--- src/include/ecm_regs.svh ---
`ifndef ECM_REGS_SVH
`define ECM_REGS_SVH

// ----------------------------------------------------------------------
// Timing constants
// ----------------------------------------------------------------------
`define ECM_CLK_NS    10
`define ECM_TICK_NS   1000000
`define ECM_LIMIT_MS  250
`define ECM_TMR_W     9
`define ECM_TICK_W    17

`endif

--- src/include/ecm_pkg.sv ---
// ----------------------------------------------------------------------
// Shared types
// ----------------------------------------------------------------------
package ecm_pkg;

  typedef enum logic [1:0] {
    ST_OFF,
    ST_ON,
    ST_CLOSE_WAIT,
    ST_LOCKOUT
  } ecm_state_t;

endpackage : ecm_pkg

--- src/core/ecm_tick.sv ---
`timescale 1ns/1ps
`default_nettype none
`include "ecm_regs.svh"

module ecm_tick #(
  parameter int TICK_CYCLES = `ECM_TICK_NS / `ECM_CLK_NS
) (
  input  wire logic clk_in,   // System clock
  input  wire logic rst_in,   // Async reset, active high
  output var  logic tick_out  // One-cycle pulse every tick period
);

  typedef struct packed {
    logic [`ECM_TICK_W-1:0] cnt;
    logic                   tick;
  } ecm_tick_regs_t;

  ecm_tick_regs_t r;
  ecm_tick_regs_t next_r;

  // ----------------------------------------------------------------------
  // Free-running divider
  // ----------------------------------------------------------------------
  always_comb begin
    next_r      = r;
    next_r.tick = 1'b0;
    if (r.cnt == `ECM_TICK_W'(TICK_CYCLES - 1)) begin
      next_r.cnt  = '0;
      next_r.tick = 1'b1;  // RULE12
    end else begin
      next_r.cnt = r.cnt + `ECM_TICK_W'(1);
    end
  end

  always_ff @(posedge clk_in or posedge rst_in) begin
    if (rst_in) begin
      r <= '0;
    end else begin
      r <= next_r;
    end
  end

  assign tick_out = r.tick;

  chk_tick_single_pulse: assert property (@(posedge clk_in) disable iff (rst_in) // RULE12
    r.tick |=> !r.tick)
    else $error("tick lasted more than one cycle");

endmodule : ecm_tick
`default_nettype wire

--- src/core/ecm_contact_monitor.sv ---
`timescale 1ns/1ps
`default_nettype none
`include "ecm_regs.svh"

// Contract
// [RULE1] Per-output mode: one-channel or two-channel
// [RULE2] Monitoring off by default; disabled means unchecked; code still times closure in ST_CLOSE_WAIT
// [RULE3] One feedback input may serve several outputs
// [RULE4] One-channel: reset needs feedback closed
// [RULE5] One-channel: feedback ignored while outputs on
// [RULE6] Contacts close within 250 ms of off
// [RULE7] Two-channel: reset needs both feedbacks closed
// [RULE8] Two-channel: matched changes while on tolerated
// [RULE9] Two-channel: mismatch over 250 ms locks out
// [RULE10] Lockout holds until cleared, run, clear request
// [RULE11] One-channel: not closed 250 ms after off
// [RULE12] Timers use 1 ms tick, restart on end
module ecm_contact_monitor
  import ecm_pkg::*;
#(
  parameter int NUM_OUT     = 2,
  parameter int NUM_FB      = 2,
  parameter int SELW        = $clog2(NUM_FB),
  parameter int TICK_CYCLES = `ECM_TICK_NS / `ECM_CLK_NS
) (
  input  wire logic                     clk_in,                 // System clock
  input  wire logic                     rst_in,                 // Async reset, active high
  input  wire logic [NUM_FB-1:0]        fb_contact_in,          // Feedback pins, 1 = closed
  input  wire logic [NUM_OUT-1:0]       run_request_in,         // Safety logic wants output on
  input  wire logic [NUM_OUT-1:0]       reset_request_in,       // Manual or automatic reset
  input  wire logic [NUM_OUT-1:0]       fault_clear_request_in, // Manual fault reset
  input  wire logic [NUM_OUT-1:0]       mon_enable_in,          // Monitoring enabled per output
  input  wire logic [NUM_OUT-1:0]       two_channel_in,         // 1 = two-channel mode
  input  wire logic [NUM_OUT*SELW-1:0]  sel_a_in,               // First feedback index per output
  input  wire logic [NUM_OUT*SELW-1:0]  sel_b_in,               // Second feedback index
  output var  logic [NUM_OUT-1:0]       safety_switch_output_out, // Output drive, registered
  output var  logic [NUM_OUT-1:0]       lockout_out             // Lockout flag, registered
);

  localparam logic [`ECM_TMR_W-1:0] LIMIT = `ECM_TMR_W'(`ECM_LIMIT_MS);
  localparam logic [`ECM_TMR_W-1:0] ONE   = `ECM_TMR_W'(1);

  typedef struct packed {
    logic [NUM_FB-1:0]                     sync1;
    logic [NUM_FB-1:0]                     sync2;
    ecm_state_t [NUM_OUT-1:0]              st;
    logic [NUM_OUT-1:0][`ECM_TMR_W-1:0]    cnt;
    logic [NUM_OUT-1:0]                    out;
    logic [NUM_OUT-1:0]                    lock;
  } ecm_regs_t;

  ecm_regs_t          r;
  ecm_regs_t          next_r;
  logic               tick;
  logic [NUM_OUT-1:0] ca;
  logic [NUM_OUT-1:0] cb;

  // ----------------------------------------------------------------------
  // Millisecond tick
  // ----------------------------------------------------------------------
  ecm_tick #(
    .TICK_CYCLES (TICK_CYCLES)
  ) u_tick (
    .clk_in   (clk_in),
    .rst_in   (rst_in),
    .tick_out (tick)
  );

  // ----------------------------------------------------------------------
  // Feedback routing per output
  // ----------------------------------------------------------------------
  // Any output may pick any synchronised input, so one contact string can
  // be shared; in one-channel mode the second channel mirrors the first.
  for (genvar g = 0; g < NUM_OUT; g++) begin : g_route
    assign ca[g] = r.sync2[sel_a_in[g*SELW +: SELW]];                       // RULE3
    assign cb[g] = two_channel_in[g] ? r.sync2[sel_b_in[g*SELW +: SELW]]    // RULE1
                                     : ca[g];
  end

  // ----------------------------------------------------------------------
  // Per-output supervision
  // ----------------------------------------------------------------------
  always_comb begin
    logic mis;
    logic ok;
    mis    = 1'b0;
    ok     = 1'b0;
    next_r = r;
    next_r.sync1 = fb_contact_in;
    next_r.sync2 = r.sync1;
    for (int i = 0; i < NUM_OUT; i++) begin
      mis = mon_enable_in[i] && two_channel_in[i] && (ca[i] != cb[i]);
      // Disabled monitoring always reads as good
      ok  = !mon_enable_in[i] || (ca[i] && cb[i]);                     // RULE2
      case (r.st[i])
        ST_OFF, ST_ON: begin
          // Discrepancy timer runs only while the mismatch lasts
          if (!mis) begin
            next_r.cnt[i] = '0;                                        // RULE12
          end else if (tick) begin
            next_r.cnt[i] = r.cnt[i] + ONE;
          end
          if (mis && tick && r.cnt[i] == LIMIT) begin
            next_r.st[i] = ST_LOCKOUT;                                 // RULE9
          end else if (r.st[i] == ST_OFF) begin
            if (run_request_in[i] && reset_request_in[i] && ok) begin
              next_r.st[i]  = ST_ON;                                   // RULE4 RULE7
            end
          end else if (!run_request_in[i]) begin
            next_r.cnt[i] = '0;
            if (mon_enable_in[i] && !two_channel_in[i]) begin
              next_r.st[i] = ST_CLOSE_WAIT;                            // RULE6
            end else begin
              next_r.st[i] = ST_OFF;
            end
          end
          // One-channel feedback is not looked at while on; two-channel
          // matched changes never reach the timer above
        end                                                            // RULE5 RULE8
        ST_CLOSE_WAIT: begin
          if (ca[i]) begin
            next_r.st[i]  = ST_OFF;
            next_r.cnt[i] = '0;                                        // RULE12
          end else if (tick) begin
            // Trip on the tick after the 250th, so a contact that closes just
            // inside its allowance is never faulted
            if (r.cnt[i] == LIMIT) begin
              next_r.st[i] = ST_LOCKOUT;                               // RULE11
            end else begin
              next_r.cnt[i] = r.cnt[i] + ONE;
            end
          end
        end
        ST_LOCKOUT: begin
          // Leaves to off, never on: a normal reset is still required
          next_r.cnt[i] = '0;
          if (fault_clear_request_in[i] && run_request_in[i] && ok && !mis) begin
            next_r.st[i] = ST_OFF;                                     // RULE10
          end
        end
        default: begin
          next_r.st[i]  = ST_OFF;
          next_r.cnt[i] = '0;
        end
      endcase
      next_r.out[i]  = (next_r.st[i] == ST_ON);
      next_r.lock[i] = (next_r.st[i] == ST_LOCKOUT);                   // RULE10
    end
  end

  always_ff @(posedge clk_in or posedge rst_in) begin
    if (rst_in) begin
      r <= '0;
    end else begin
      r <= next_r;
    end
  end

  assign safety_switch_output_out = r.out;
  assign lockout_out              = r.lock;

  // ----------------------------------------------------------------------
  // Checks
  // ----------------------------------------------------------------------
  for (genvar g = 0; g < NUM_OUT; g++) begin : g_chk
    chk_one_ch_reset: assert property (@(posedge clk_in) disable iff (rst_in) // RULE4
      $rose(r.out[g]) && $past(mon_enable_in[g] && !two_channel_in[g]) |-> $past(ca[g]))
      else $error("one-channel output turned on with feedback open");

    chk_two_ch_reset: assert property (@(posedge clk_in) disable iff (rst_in) // RULE7
      $rose(r.out[g]) && $past(mon_enable_in[g] && two_channel_in[g])
        |-> $past(ca[g] && cb[g]))
      else $error("two-channel output turned on without both feedbacks closed");

    chk_lock_needs_mon: assert property (@(posedge clk_in) disable iff (rst_in) // RULE2
      $rose(r.lock[g]) |-> $past(mon_enable_in[g]))
      else $error("lockout raised with monitoring disabled");

    chk_on_ignores_fb: assert property (@(posedge clk_in) disable iff (rst_in) // RULE5
      r.out[g] && run_request_in[g] && mon_enable_in[g] && !two_channel_in[g] |=> r.out[g])
      else $error("one-channel output dropped while run held");

    chk_match_no_fault: assert property (@(posedge clk_in) disable iff (rst_in) // RULE8
      $rose(r.lock[g]) && $past(two_channel_in[g]) |-> $past(ca[g] != cb[g]))
      else $error("two-channel lockout without discrepancy");

    chk_disc_limit: assert property (@(posedge clk_in) disable iff (rst_in) // RULE9
      $rose(r.lock[g]) && $past(two_channel_in[g]) |-> $past(r.cnt[g]) == LIMIT && $past(tick))
      else $error("discrepancy lockout at wrong time");

    chk_disc_lock: assert property (@(posedge clk_in) disable iff (rst_in) // RULE9
      (r.st[g] == ST_ON || r.st[g] == ST_OFF) && mon_enable_in[g] && two_channel_in[g]
        && (ca[g] != cb[g]) && tick && r.cnt[g] == LIMIT |=> r.lock[g])
      else $error("discrepancy past limit did not lock out");

    chk_close_lock: assert property (@(posedge clk_in) disable iff (rst_in) // RULE11
      $rose(r.lock[g]) && $past(!two_channel_in[g])
        |-> $past(r.st[g] == ST_CLOSE_WAIT && !ca[g] && r.cnt[g] == LIMIT))
      else $error("one-channel lockout without closure timeout");

    chk_lock_off: assert property (@(posedge clk_in) disable iff (rst_in) // RULE10
      r.lock[g] |-> !r.out[g])
      else $error("output on during lockout");

    chk_lock_release: assert property (@(posedge clk_in) disable iff (rst_in) // RULE10
      $fell(r.lock[g]) |-> $past(fault_clear_request_in[g] && run_request_in[g]) && !r.out[g])
      else $error("lockout left without clear request and run");

    chk_timer_restart: assert property (@(posedge clk_in) disable iff (rst_in) // RULE12
      r.st[g] == ST_CLOSE_WAIT && ca[g] |=> r.cnt[g] == '0 && r.st[g] == ST_OFF)
      else $error("closure timer not restarted");

    chk_close_timeout: assert property (@(posedge clk_in) disable iff (rst_in) // RULE11
      r.st[g] == ST_CLOSE_WAIT && !ca[g] && tick && r.cnt[g] == LIMIT |=> r.lock[g])
      else $error("closure timeout did not lock out");

    chk_mon_off_direct: assert property (@(posedge clk_in) disable iff (rst_in) // RULE2
      r.st[g] == ST_OFF && !mon_enable_in[g] && run_request_in[g] && reset_request_in[g]
        |=> r.out[g])
      else $error("unmonitored output refused a reset");
  end

endmodule : ecm_contact_monitor
`default_nettype wire

--- config.mk ---
export PLATFORM = sky130hd
export DESIGN_NAME = ecm_contact_monitor
export DESIGN_NICKNAME = d
export VERILOG_FILES = /design/src/include/ecm_pkg.sv /design/src/core/ecm_tick.sv /design/src/core/ecm_contact_monitor.sv
export VERILOG_INCLUDE_DIRS = /design/src /design/src/include
export SDC_FILE = /design/constraint.sdc
export NUM_CORES = 1
export LEC_CHECK = 0
export ABC_CLOCK_PERIOD_IN_PS = 1970
export BUFFER_PORTS_ARGS = -buffer_cell sky130_fd_sc_hd__buf_2
export CORE_MARGIN = 4
export CORE_UTILIZATION = 48
export CTS_CLUSTER_DIAMETER = 100
export DETAILED_ROUTE_END_ITERATION = 10
export GPL_TIMING_DRIVEN = 1
export HOLD_SLACK_MARGIN = 0.1
export PLACE_DENSITY = 0.71
export SETUP_SLACK_MARGIN = 0.05
export SLEW_MARGIN = 20
export SYNTH_ARGS = -nofsm -noshare
export SYNTH_HDL_FRONTEND = slang
export SYNTH_HIERARCHICAL = 1
export SYNTH_SLANG_ARGS = --single-unit
--- constraint.sdc ---
create_clock -name clk_in -period 1.97 [get_ports clk_in]
set_input_delay 0.394 -clock clk_in [delete_from_list [all_inputs] [get_ports clk_in]]
set_output_delay 0.394 -clock clk_in [all_outputs]
set_load 0.005 [all_outputs]
Word level (Yosys, flattened, before mapping)
Cells that the tools add are included.
Word-level totals
  register bits after elaboration: 48
  bits of input ports: 18
  output and inout bits: 4
  logic and storage cells: 122
Cells by class
  add/sub/neg operators: 3
  $lt $le $gt $ge: 4
  equal/unequal tests: 19
  muxes and demuxes: 50
  reduce and logical (&&, ||, !) cells: 36
Operators by type and width (number)
  2-to-1 mux 9 bit: 16
  one-hot mux 9 bit (3 select lines): 2
  2-to-1 mux 2 bit: 18
  logical AND 1 bit: 22
  adder 9 x 1 -> 9 bit, second input constant: 2
  == test 9 x 8 -> 1 bit, second input constant: 2
  adder 17 x 1 -> 17 bit, second input constant: 1
  == test 17 bit, second input constant: 1
  2-to-1 mux 17 bit: 1
  == test 2 bit, second input constant: 6
  one-hot mux 2 bit (3 select lines): 2
  2-to-1 mux 1 bit: 11
  == test 2 x 1 -> 1 bit, second input constant: 4
  less-than comparator 1 x 2 -> 1 bit, second input constant: 4
  zero test 1 bit: 6
  != test 3 x 2 -> 1 bit, second input constant: 2
  != test 3 bit, second input constant: 2
  zero test 2 bit: 2
  AND reduction 2 bit: 2
  OR reduction 2 bit: 2
  logical OR 1 bit: 2
  != test 1 bit: 2

Depth between registers and ports, before layout
Gate-level depths: netlist of the first run.
  depth in word-level cells: 11
  mapped depth: 8
  mapped depth without buffers: 8

By module
The synthesis of the first run kept the hierarchy.
By module, submodules not included
  ecm_contact_monitor: instances 1, cells an instance 198, area each 1871.8 µm², seq. area each 750.7 µm²
  ecm_tick: instances 1, cells an instance 76, area each 850.8 µm², seq. area each 450.4 µm²

Worst setup path before layout of the first run
OpenSTA, ideal clock, no wires.
  path kind: in2reg
  start: input port two_channel_in[0]
  end: register r[10] (netlist name)
  library setup time: 101 ps
  arrival: 2017 ps
  data required time: 1869 ps
  path slack: -148 ps
  stages: 8
  path buffers: 0
  path through: mux2i_1 mux2_2 ha_1 nand4b_1 a2bb2oi_1 a221oi_1 nand3_1 o311ai_2
RTL lines
  start: declaration: line ecm_contact_monitor.sv:33  | input wire logic [NUM_OUT-1:0] two_channel_in,

==> results of run 1 <==
==> state kept, by name, indices dropped and copies added, names as in the netlist <==
register,cells
u_tick/tick_out,1
lockout_out,2
next_r,2
safety_switch_output_out,2
r,24
u_tick/r,17
==> timing repair <==
| action | CTS | global route |
|---|---|---|
| gates resized for setup | 2 | 5 |
| pin swaps | 4 | 7 |
| setup buffers | 1 | 1 |
| setup endpoints to repair | 2 | 20 |
==> layer usage <==
layer	GRT usage, %	vias up	routed length [um]	share of wire, %
met5	0	-	0	0
met4	4.46	0	80	1.6
met3	3.87	11	235	4.6
met2	27.1	47	2470	48
met1	18.9	1004	2350	46
li1	-	1045	-	-
==> worst paths after layout <==
kind / start / endpoint / slack (ns) / cells past startpoint
min: rst_in / r[13] / 0.16 / 3
max in group asynchronous: rst_in / u_tick/r[1] / 1.37 / 2
max reg2reg: r[27] / r[11] / 0.07 / 7
min in group clk_in: fb_contact_in[0] / next_r[26] / 0.20 / 1
min reg2reg: next_r[26] / r[26] / 0.36 / 0
max: two_channel_in[0] / r[11] / 0.06 / 9
==> report_power, final <==
part | switching, mW | leakage (nW) | total (mW) | internal, mW
sequential | 0.0816 | 0.639 | 1.13 | 1.05
combinational | 0.296 | 0.677 | 0.571 | 0.275
clock | 0.338 | 0.0687 | 0.848 | 0.511
==> cell usage after synthesis, drive strengths merged, types with 4 or more instances <==
| cell | count | area, sq um |
|---|---|---|
| nor3 | 8 | 51.3 |
| nand4 | 13 | 96.3 |
| a211oi | 4 | 30.0 |
| nor2b | 5 | 31.3 |
| a21oi | 16 | 91.3 |
| nand2b | 4 | 25.0 |
| xor2 | 12 | 105 |
| ha | 7 | 87.6 |
| o21ai | 4 | 23.8 |
| xnor2 | 15 | 131 |
| buf | 6 | 40.0 |
| nor4 | 4 | 52.6 |
| nand2 | 21 | 81.3 |
| and4 | 5 | 45.0 |
| nor2 | 30 | 113 |
| inv | 12 | 45.0 |
| nand3 | 16 | 80.1 |
| dfrtp | 48 | 1200 |
==> cell usage in the layout, fill, tap and decap left out, types with 2 or more instances in the layout <==
master | netlist | routed
nand2b_1 | 4 | 4
dfrtp_1 | 48 | 48
a21oi_1 | 15 | 12
nor2_1 | 30 | 29
nand2_1 | 20 | 20
xor2_1 | 12 | 12
mux2i_1 | 3 | 2
o22ai_1 | 2 | 2
o311ai_2 | 2 | 2
nand3_1 | 16 | 15
nand4_1 | 12 | 12
mux2_4 | 0 | 2
buf_2 | 2 | 20
clkbuf_8 | 0 | 5
o21ai_0 | 3 | 3
nor3_1 | 7 | 7
ha_4 | 0 | 2
inv_1 | 12 | 12
nor2b_1 | 5 | 5
xnor2_1 | 15 | 15
a21o_1 | 2 | 2
ha_1 | 7 | 5
and2_1 | 2 | 2
buf_4 | 4 | 15
bufinv_16 | 0 | 2
a21boi_0 | 2 | 2
nor4_2 | 2 | 2
a211oi_1 | 4 | 3
and4_1 | 4 | 4
or2_2 | 3 | 2
a21oi_2 | 0 | 3
==> critical path: stages <==
cell and delay (ns):
buf_6 0.08, mux2i_1 0.21, mux2_4 0.33, ha_4 0.27
nand4b_1 0.17, a2bb2oi_2 0.19, a221oi_2 0.27, nand3_1 0.12
o311ai_2 0.08
==> cell type report <==
class                           count  area (sq um)  area share, %
Multi-Input combinational cell    207          1520           47.2
Sequential cell                    48          1200           37.4
Timing Repair Buffer               36           224           6.97
Tap cell                           72          90.1           2.80
Clock buffer                        5          68.8           2.14
Clock inverter                      3          68.8           2.14
Inverter                           12          45.0           1.40
==> stage by stage <==
step | hold slack (ns) | TNS [ns]
floorplan | 0.331 | -0.148
global placement | 0.334 | -3.72
detailed placement | 0.345 | -4.46
CTS | 0.156 | 0
global route | 0.182 | -0.0878
finish | 0.155 | 0
==> cell families (layout without fill, tap and decap cells) <==
group / count (synthesis) / count (layout) / synth area share, %
AOI/OAI and AO/OA: 45 / 45 / 12.1
muxes: 6 / 6 / 2.34
adders and majority gates: 7 / 7 / 3.22
and+or+nand+nor: 122 / 122 / 26.2
xor gates and xnor gates: 27 / 27 / 8.69
DFF: 48 / 48 / 44.1
buffers and inverters: 19 / 56 / 3.26
==> results.ini, run 1 <==
[pwr]
ir_drop_mv=0.365
powerDensity_mw_per_mm2=794
p_leak_nw=1.38
total_power_mw=2.55

[layout]
fillCellCount=464
fin_util_pct=58.4
drive_gt1_share_pct=25.4
fin_area_sq_mm=0.00321
layout.nets=335
num_antenna_cells=0
syn2layout_area_growth_pct=18.1
fin_cells=383

[detailed_routing]
wl_per_cell_um=13.4
ant_nets=0
drtIter0Drc=66
vias=2107
routed_wl_um=5130
viasPerCell=5.50
firstDrtPassIters=4
drcViolationCount=0

[yosys]
synth-seq-area-share_pct=44.1
synth_fp_nets=299
synth_warnings=6
synthCells=274
syn-cell-area_sq_mm=0.00272
synth_cell_types=58
syn_area_per_cell_sq_um=9.94
ys_seq_elements=48
ys.flop_type=dfrtp_1
synth-async-reset-ratio_pct=100
synth-edff-count=0

[sta]
rsz0062_at_grt=true
fin_crit_sh_pct=96.8
skew_ns=0.0117
finalHoldViolCount=0
fmax_mhz=525
fin_ws_ns=0.0636
max_slew.worst_pin.slew_ns=0.650
slew_violations=0
setup_viol=0
post-route-min-period_ns=1.91
slew_headroom_pct=56.6

[place]
hpwl_um=3670
numPortBuffers=21
dpl_worst_slack_ns=-0.289
dpl-instance-area_sq_mm=0.00303
globalplace.congestion=0.794
post-place-cells=373

[grt]
track_usage_pct=15.5
first_global_vias=2124
grt_pass1_wl_um=9150
grt_max_degree=31
overflow=0
antenna_found_initial=0

[critical_path]
cp.required_ns=2.18
path_max_fanout=4
end_kind=flop
crit_type=in2reg
cp.arrival_ns=2.11
cp-start-kind=input port

[outcome]
status=complete, no violations

[clocking]
clock_path_buffers=2
cts_tree=built
path_clk_slew_ns=0.10
numCtsBuffers=5
worst_skew_pair.late_latency_ns=0.30
ctsHoldBuffers=0
cts_max_level=2
cts_num_sinks=48
clockRootBuffer=clkbuf_8

[job]
cap_viol_max_count=0

[floorplan]
start_util_pct=49.4
fp-row-count=27
fp.dieW_um=83.3
die_area_sq_mm=0.00694
chipHeight_um=83.3
io_pins=22
core_area_sq_mm=0.00551

[hold_path]
hp-class=in2async

(Power assumes the default switching activity.)
==> run 2: changes to the inputs <==
--- a/config.mk
+++ b/config.mk
@@ -9,12 +9,12 @@
 export ABC_CLOCK_PERIOD_IN_PS = 1970
 export BUFFER_PORTS_ARGS = -buffer_cell sky130_fd_sc_hd__buf_2
 export CORE_MARGIN = 4
-export CORE_UTILIZATION = 48
+export CORE_UTILIZATION = 54
 export CTS_CLUSTER_DIAMETER = 100
 export DETAILED_ROUTE_END_ITERATION = 10
 export GPL_TIMING_DRIVEN = 1
 export HOLD_SLACK_MARGIN = 0.1
-export PLACE_DENSITY = 0.71
+export PLACE_DENSITY = 0.78
 export SETUP_SLACK_MARGIN = 0.05
 export SLEW_MARGIN = 20
 export SYNTH_ARGS = -nofsm -noshare
==> run 2 against run 1 <==
- die area fell by 10%
- clock skew fell by 0.0030 ns
- total power fell by 6.3%
- sequential power barely moved
- flip-flop and latch count did not move
- worst setup slack got worse by 0.020 ns
- combinational power rose by 1%
- largest cell class unchanged
- highest routed layer unchanged
==> results.ini, run 2 (synthesis gave the netlist of run 1 again) <==
[pwr]
combPwrFrac_pct=24.1  ; +1.7 points
p_sw_share_pct=28.8  ; +0.81 points
powerDensity_mw_per_mm2=745  ; -6.2%
p_int_mw=1.70  ; -7.3%
p_sw_uw=690  ; -3.6%
p_leak_nw=1.37  ; -0.97%
total_power_mw=2.39  ; -6.3%
clkPwrFrac_pct=28.7  ; -4.5 points
ir_drop_mv=0.371  ; +1.5%
pwr-share-seq_pct=47.1  ; +2.7 points

[sta]
max_slew.worst_pin.slew_ns=0.639  ; -0.0109 ns
slew_headroom_pct=57.3  ; +0.73 points
post-route-min-period_ns=1.93  ; +0.0202 ns
fmax_mhz=519  ; -1.0%
fin_ws_ns=0.0435  ; -0.0202 ns
slew_violations=0  ; unchanged
fin_crit_sh_pct=97.8  ; +1.0 points
skew_ns=0.00874  ; -0.00301 ns
finalHoldViolCount=0  ; unchanged
rsz0062_at_grt=true
setup_viol=0  ; unchanged

[layout]
largest_register=r
drive_gt1_share_pct=27.1  ; +1.7 points
num_antenna_cells=0  ; unchanged
largest_reg_flops=24  ; unchanged
fillCellCount=408  ; -12%
layout.nets=334  ; -0.30%
syn2layout_area_growth_pct=18.0  ; about the same
final_cell_mix=48 x dfrtp_1, 29 x nor2_1, 19 x nand2_1, 19 x buf_2
multi_input_area_sq_mm=0.00156  ; +2.6%
top_regs=r (24), u_tick/r (17)
seqCellArea_sq_mm=0.00120  ; unchanged
fin_area_sq_mm=0.00321  ; about the same
layout_commonest_cell=dfrtp_1
fin_util_pct=66.7  ; +8.3 points

[floorplan]
chipHeight_um=79.0  ; -5.2%
fp.dieW_um=79.0  ; -5.2%
start_util_pct=56.5  ; +7.1 points
io_pins=22  ; unchanged
core_area_sq_mm=0.00482  ; -13%
die_area_sq_mm=0.00624  ; -10%
fp-row-count=25  ; -7.4%

[critical_path]
cp.required_ns=2.17  ; about the same
end_kind=flop
cp-start-kind=flop
crit_type=reg2reg
cp.arrival_ns=2.13  ; +0.02 ns
path_max_fanout=4  ; unchanged

[detailed_routing]
routed_wl_um=5080  ; -1.0%
firstDrtPassIters=4  ; unchanged
vias=2102  ; -0.24%
drcViolationCount=0  ; unchanged
wl_per_cell_um=13.5  ; +0.56%
viasPerCell=5.58  ; +1.4%
drtIter0Drc=135  ; +100%
ant_nets=0  ; unchanged

[outcome]
status=complete, no violations

[place]
dpl-instance-area_sq_mm=0.00301  ; -0.70%
globalplace.congestion=0.854  ; +7.5%
hpwl_um=3670  ; about the same
dpl_worst_slack_ns=-0.332  ; -0.0437 ns
numPortBuffers=21  ; unchanged

[clocking]
cts_num_sinks=48  ; unchanged
worst_skew_pair.late_latency_ns=0.29  ; about the same
numCtsBuffers=5  ; unchanged
cts_tree=built
cts_max_level=2  ; unchanged
clockRootBuffer=clkbuf_8
path_clk_slew_ns=0.09  ; about the same
clock_path_buffers=2  ; unchanged
ctsHoldBuffers=0  ; unchanged

[job]
cap_viol_max_count=0  ; unchanged

[grt]
antenna_found_initial=0  ; unchanged
track_usage_pct=17.1  ; +1.6 points
overflow=0  ; unchanged
grt_pass1_wl_um=8700  ; -4.9%
grt_max_degree=31  ; unchanged
first_global_vias=2062  ; -2.9%

[hold_path]
hp-class=in2async

[run 2: changes by cell type in the layout (fill, tap and decap cells not counted), sizes merged]
| cell | before | now |
|---|---|---|
| buf | 36 | 35 |
| bufinv | 2 | 1 |
| clkbuf | 5 | 6 |
| clkinv | 0 | 1 |
| inv | 13 | 12 |
[run 2: stage by stage]
| step | hold slack, ns | TNS [ns] | cells |
|---|---|---|---|
| 2_1_floorplan | 0.331 | -0.148 | 274 |
| 3_3_place_gp | 0.333 | -3.58 | 366 |
| 3_5_place_dp | 0.336 | -4.85 | 366 |
| 4_1_cts | 0.196 | 0 | 375 |
| 5_1_grt | 0.196 | -0.0977 | 377 |
| 6_report | 0.183 | 0 | 377 |
[run 2: cell type report]
class	count	area share, %
clock inverter	2	1.09
timing repair buffer	35	6.82
clock buffer	6	2.26
tap	67	2.61
sequential	48	37.4
multi-input combinational	207	48.4
inverter	12	1.40
[run 2: worst paths after layout]
kind | startpoint | end | slack [ns] | cells after the start
max | r[26] | r[11] | 0.04 | 8
min | rst_in | u_tick/r[7] | 0.18 | 2
max reg2reg | r[26] | r[11] | 0.04 | 8
min reg2reg | next_r[26] | r[26] | 0.35 | 0
max in group asynchronous | rst_in | u_tick/tick_out | 1.37 | 2
min in group clk_in | fb_contact_in[1] | next_r[27] | 0.21 | 1
[run 2: routing by layer]
layer | wire length (um) | up-vias | track usage, %
met1 | 2420 | 997 | 22.1
met3 | 191 | 4 | 3.06
met2 | 2420 | 48 | 29.1
met4 | 40 | 0 | 5.67
met5 | 0 | - | 0
li1 | - | 1053 | -
[run 2: what timing repair did]
action / in CTS / in global routing
resized for setup: 1 / 15
cloned: 0 / 0
endpoints found under the setup margin: 9 / 12
setup buffers: 1 / 2
pin swaps: 1 / 8
[run 2: critical path, stage by stage (launching register included)]
cell	delay, ns
dfrtp_1	0.42
mux2i_2	0.20
inv_1	0.11
ha_4	0.27
nand4b_1	0.14
a2bb2oi_2	0.18
a221oi_2	0.25
nand3_1	0.15
o311ai_2	0.09
[run 2: power groups by stage]
| stage | Combinational [mW] | Sequential, mW | Clock (mW) |
|---|---|---|---|
| 2_1_floorplan | 0.424 | 1.12 | 0 |
| 3_3_place_gp | 0.528 | 1.15 | 0 |
| 3_5_place_dp | 0.537 | 1.15 | 0 |
| 4_1_cts | 0.547 | 1.13 | 0.709 |
| 5_1_grt | 0.643 | 1.14 | 0.754 |
| 6_report | 0.577 | 1.13 | 0.687 |
==> run 3: changes to the inputs <==
--- a/config.mk
+++ b/config.mk
@@ -9,15 +9,14 @@
 export ABC_CLOCK_PERIOD_IN_PS = 1970
 export BUFFER_PORTS_ARGS = -buffer_cell sky130_fd_sc_hd__buf_2
 export CORE_MARGIN = 4
-export CORE_UTILIZATION = 54
+export CORE_UTILIZATION = 53
 export CTS_CLUSTER_DIAMETER = 100
 export DETAILED_ROUTE_END_ITERATION = 10
 export GPL_TIMING_DRIVEN = 1
 export HOLD_SLACK_MARGIN = 0.1
-export PLACE_DENSITY = 0.78
+export PLACE_DENSITY = 0.77
 export SETUP_SLACK_MARGIN = 0.05
 export SLEW_MARGIN = 20
 export SYNTH_ARGS = -nofsm -noshare
 export SYNTH_HDL_FRONTEND = slang
-export SYNTH_HIERARCHICAL = 1
 export SYNTH_SLANG_ARGS = --single-unit
==> run 3 against run 2 <==
- first-iteration DRC count down 41%
- wire length is 8.2% lower
- die area shrank 4.2%
- global-route usage fell by 0.13 points
- combinational power shrank 62%
- total power is 18% lower
- flip-flop and latch count unchanged
- synthesized area fell by 6.5%
- sequential share of layout area rose by 2.6 points
- cell count decreased by 8.0%
- clock power rose by 5.1%
- synthesized cell count shrank 6.9%
- critical endpoint is now safety_switch_output_out[0]
==> results.ini, run 3 <==
[hold_path]
hold_end=next_r[27]
hp-class=in2reg
hold_depth=1
hp-start=fb_contact_in[1]

[floorplan]
io_pins=22  ; unchanged
fp.dieW_um=77.3  ; -2.1%
chipHeight_um=77.3  ; -2.1%
die_area_sq_mm=0.00598  ; -4.2%
start_util_pct=56.5  ; about the same
fp-row-count=24  ; -4.0%
core_area_sq_mm=0.00450  ; -6.5%

[critical_path]
path_max_fanout=4  ; unchanged
crit_type=reg2reg
r2r-start=r[27]
cp-start-kind=flop
cp.required_ns=2.20  ; +0.03 ns
r2r_slack_ns=0.05  ; about the same
end_kind=flop
r2r_cells=8  ; unchanged
cp.arrival_ns=2.15  ; +0.02 ns
r2r_end=safety_switch_output_out[0]

[grt]
overflow=0  ; unchanged
antenna_found_initial=0  ; unchanged
grt_max_degree=49  ; +58%
track_usage_pct=17.0  ; -0.13 points
grt_pass1_wl_um=8160  ; -6.2%
first_global_vias=1887  ; -8.5%

[yosys]
synth_cell_types=51  ; -12%
ys.flop_type=dfrtp_1
syn_area_per_cell_sq_um=9.99  ; +0.49%
synthTopCellsByArea=dfrtp_1 47%, nand2_1 4.7%, xnor2_1 4.5%
synth_fp_nets=280  ; -6.4%
synthTopCellsByCount=48 x dfrtp_1, 32 x nand2_1, 29 x nor2_1
synth_top_area_share_pct=47.2  ; +3.1 points
yosysMostFrequentCell=dfrtp_1
ys_seq_elements=48  ; unchanged
synthCells=255  ; -6.9%
synth-seq-area-share_pct=47.2  ; +3.1 points
synth-async-reset-ratio_pct=100  ; unchanged
synth_warnings=0  ; -6
synth.largest_area_cell=dfrtp_1
syn-cell-area_sq_mm=0.00255  ; -6.5%
synth-edff-count=0  ; unchanged

[layout]
largest_reg_flops=24  ; unchanged
fin_area_sq_mm=0.00300  ; -6.5%
top_regs=r (24), u_tick.r (17)
layout.nets=319  ; -4.5%
layout_commonest_cell=dfrtp_1
drive_gt1_share_pct=23.7  ; -3.4 points
syn2layout_area_growth_pct=18.0  ; about the same
num_antenna_cells=0  ; unchanged
fin_cells=347  ; -8.0%
final_cell_mix=48 x dfrtp_1, 30 x nand2_1, 29 x nor2_1
largest_register=r

[sta]
fin_crit_sh_pct=97.5  ; -0.34 points
holdWs_ns=0.188  ; +0.00545 ns
skew_ns=0.0113  ; +0.00260 ns
finalHoldViolCount=0  ; unchanged
setup_viol=0  ; unchanged
fmax_mhz=521  ; +0.35%
rsz0062_at_grt=true
slew_violations=0  ; unchanged
max_slew.worst_pin.slew_ns=0.587  ; -0.0527 ns
post-route-min-period_ns=1.92  ; -0.00672 ns
slew_headroom_pct=60.9  ; +3.6 points

[clocking]
numCtsBuffers=5  ; unchanged
cts_max_level=2  ; unchanged
clock_path_buffers=2  ; unchanged
cts_num_sinks=48  ; unchanged
path_clk_slew_ns=0.10  ; about the same
cts_tree=built
worst_skew_pair.late_latency_ns=0.31  ; +0.02 ns
clockRootBuffer=clkbuf_8

[detailed_routing]
routed_wl_um=4660  ; -8.2%
firstDrtPassIters=4  ; unchanged
vias=1906  ; -9.3%
drtIter0Drc=79  ; -41%
drcViolationCount=0  ; unchanged
viasPerCell=5.49  ; -1.5%
wl_per_cell_um=13.4  ; -0.30%
ant_nets=0  ; unchanged

[place]
numPortBuffers=21  ; unchanged
hpwl_um=3370  ; -8.1%
dpl-instance-area_sq_mm=0.00284  ; -5.6%
post-place-cells=337  ; -7.9%
globalplace.congestion=0.825  ; -3.3%

[pwr]
p_leak_nw=1.36  ; -0.98%
powerDensity_mw_per_mm2=656  ; -12%
ir_drop_mv=0.525  ; +42%

[outcome]
status=complete, no violations

[job]
cap_viol_max_count=0  ; unchanged

## run 3: cell count changes after synthesis, moves of 5 or more
cell     change
nand3_1      -5
nor3_1       -5
or3_1        +5
nand4_1      -6
nand2_1     +12
inv_1        -7
## run 3: what timing repair did
item,CTS,global route
hold buffers,0,0
pin swaps,0,4
buffers inserted,1,1
resized for setup,0,5
endpoints found under the hold margin,0,0
setup endpoints to repair,1,15
## run 3: how the worst max path moves through the flow
| stage | start | end | slack [ns] | cells after the start |
|---|---|---|---|---|
| 2_1_floorplan | two_channel_in[0] | safety_switch_output_out[0] | -0.06 | 8 |
| 3_3_place_gp | two_channel_in[0] | safety_switch_output_out[0] | -0.21 | 9 |
| 3_5_place_dp | two_channel_in[0] | safety_switch_output_out[0] | -0.26 | 9 |
| 4_1_cts | r[27] | safety_switch_output_out[0] | 0.05 | 8 |
| 5_1_grt | r[27] | safety_switch_output_out[0] | -0.07 | 8 |
| 6_report | r[27] | safety_switch_output_out[0] | 0.05 | 8 |
## run 3: kinds of logic (layout without fill, tap and decap cells)
| kind of cell | count (synthesis) | in the layout | share of synthesized area, % |
|---|---|---|---|
| and+or+nand+nor | 124 | 124 | 26.1 |
| DFF | 48 | 48 | 47.2 |
| AOI/OAI and AO/OA | 34 | 34 | 9.93 |
| xor gates and xnor gates | 24 | 24 | 8.26 |
| buffers and inverters | 12 | 52 | 2.41 |
| adders and majority gates | 7 | 7 | 3.44 |
| muxes | 6 | 6 | 2.65 |
## run 3: report_power, final
| group | total, mW | switching, mW | internal (mW) |
|---|---|---|---|
| clock network | 0.722 | 0.339 | 0.382 |
| logic | 0.221 | 0.110 | 0.110 |
| registers | 1.03 | 0.0213 | 1.01 |
| total | 1.97 | 0.471 | 1.50 |
## run 3: cell type report
class / count / area, sq um
Inverter: 6 / 22.5
Clock buffer: 5 / 68.8
Sequential cell: 48 / 1200
Clock inverter: 3 / 46.3
Multi-Input combinational cell: 195 / 1370
Fill cell: 348 / 1500
Timing Repair Buffer: 38 / 233
Tap cell: 52 / 65.1
## run 3: critical path, cell delays in order, from the launching register on
cell and delay (ns):
dfrtp_1 0.42, mux2i_2 0.18, inv_1 0.10, ha_4 0.25
a21bo_2 0.22, a21oi_2 0.11, o22ai_1 0.08, or3_1 0.37
nor2b_1 0.13
## run 3: per-layer routing
metal,share of wire (%),track usage [%],vias to the layer above
li1,-,-,968
met1,49,21.7,895
met2,45,26.8,38
met3,4.1,5.27,5
met4,1.6,7.12,0
met5,0,0,-
## run 3: stage by stage
step / util, % / TNS, ns / setup slack, ns / power (mW)
4_1_cts: 65.9 / 0 / 0.0485 / 1.99
3_3_place_gp: 63.1 / -3.59 / -0.209 / 1.25
2_1_floorplan: - / -0.460 / -0.0643 / 1.19
3_5_place_dp: 63.1 / -4.59 / -0.264 / 1.26
6_report: 66.7 / 0 / 0.0502 / 1.97
5_1_grt: 66.7 / -0.0788 / -0.0664 / 2.08
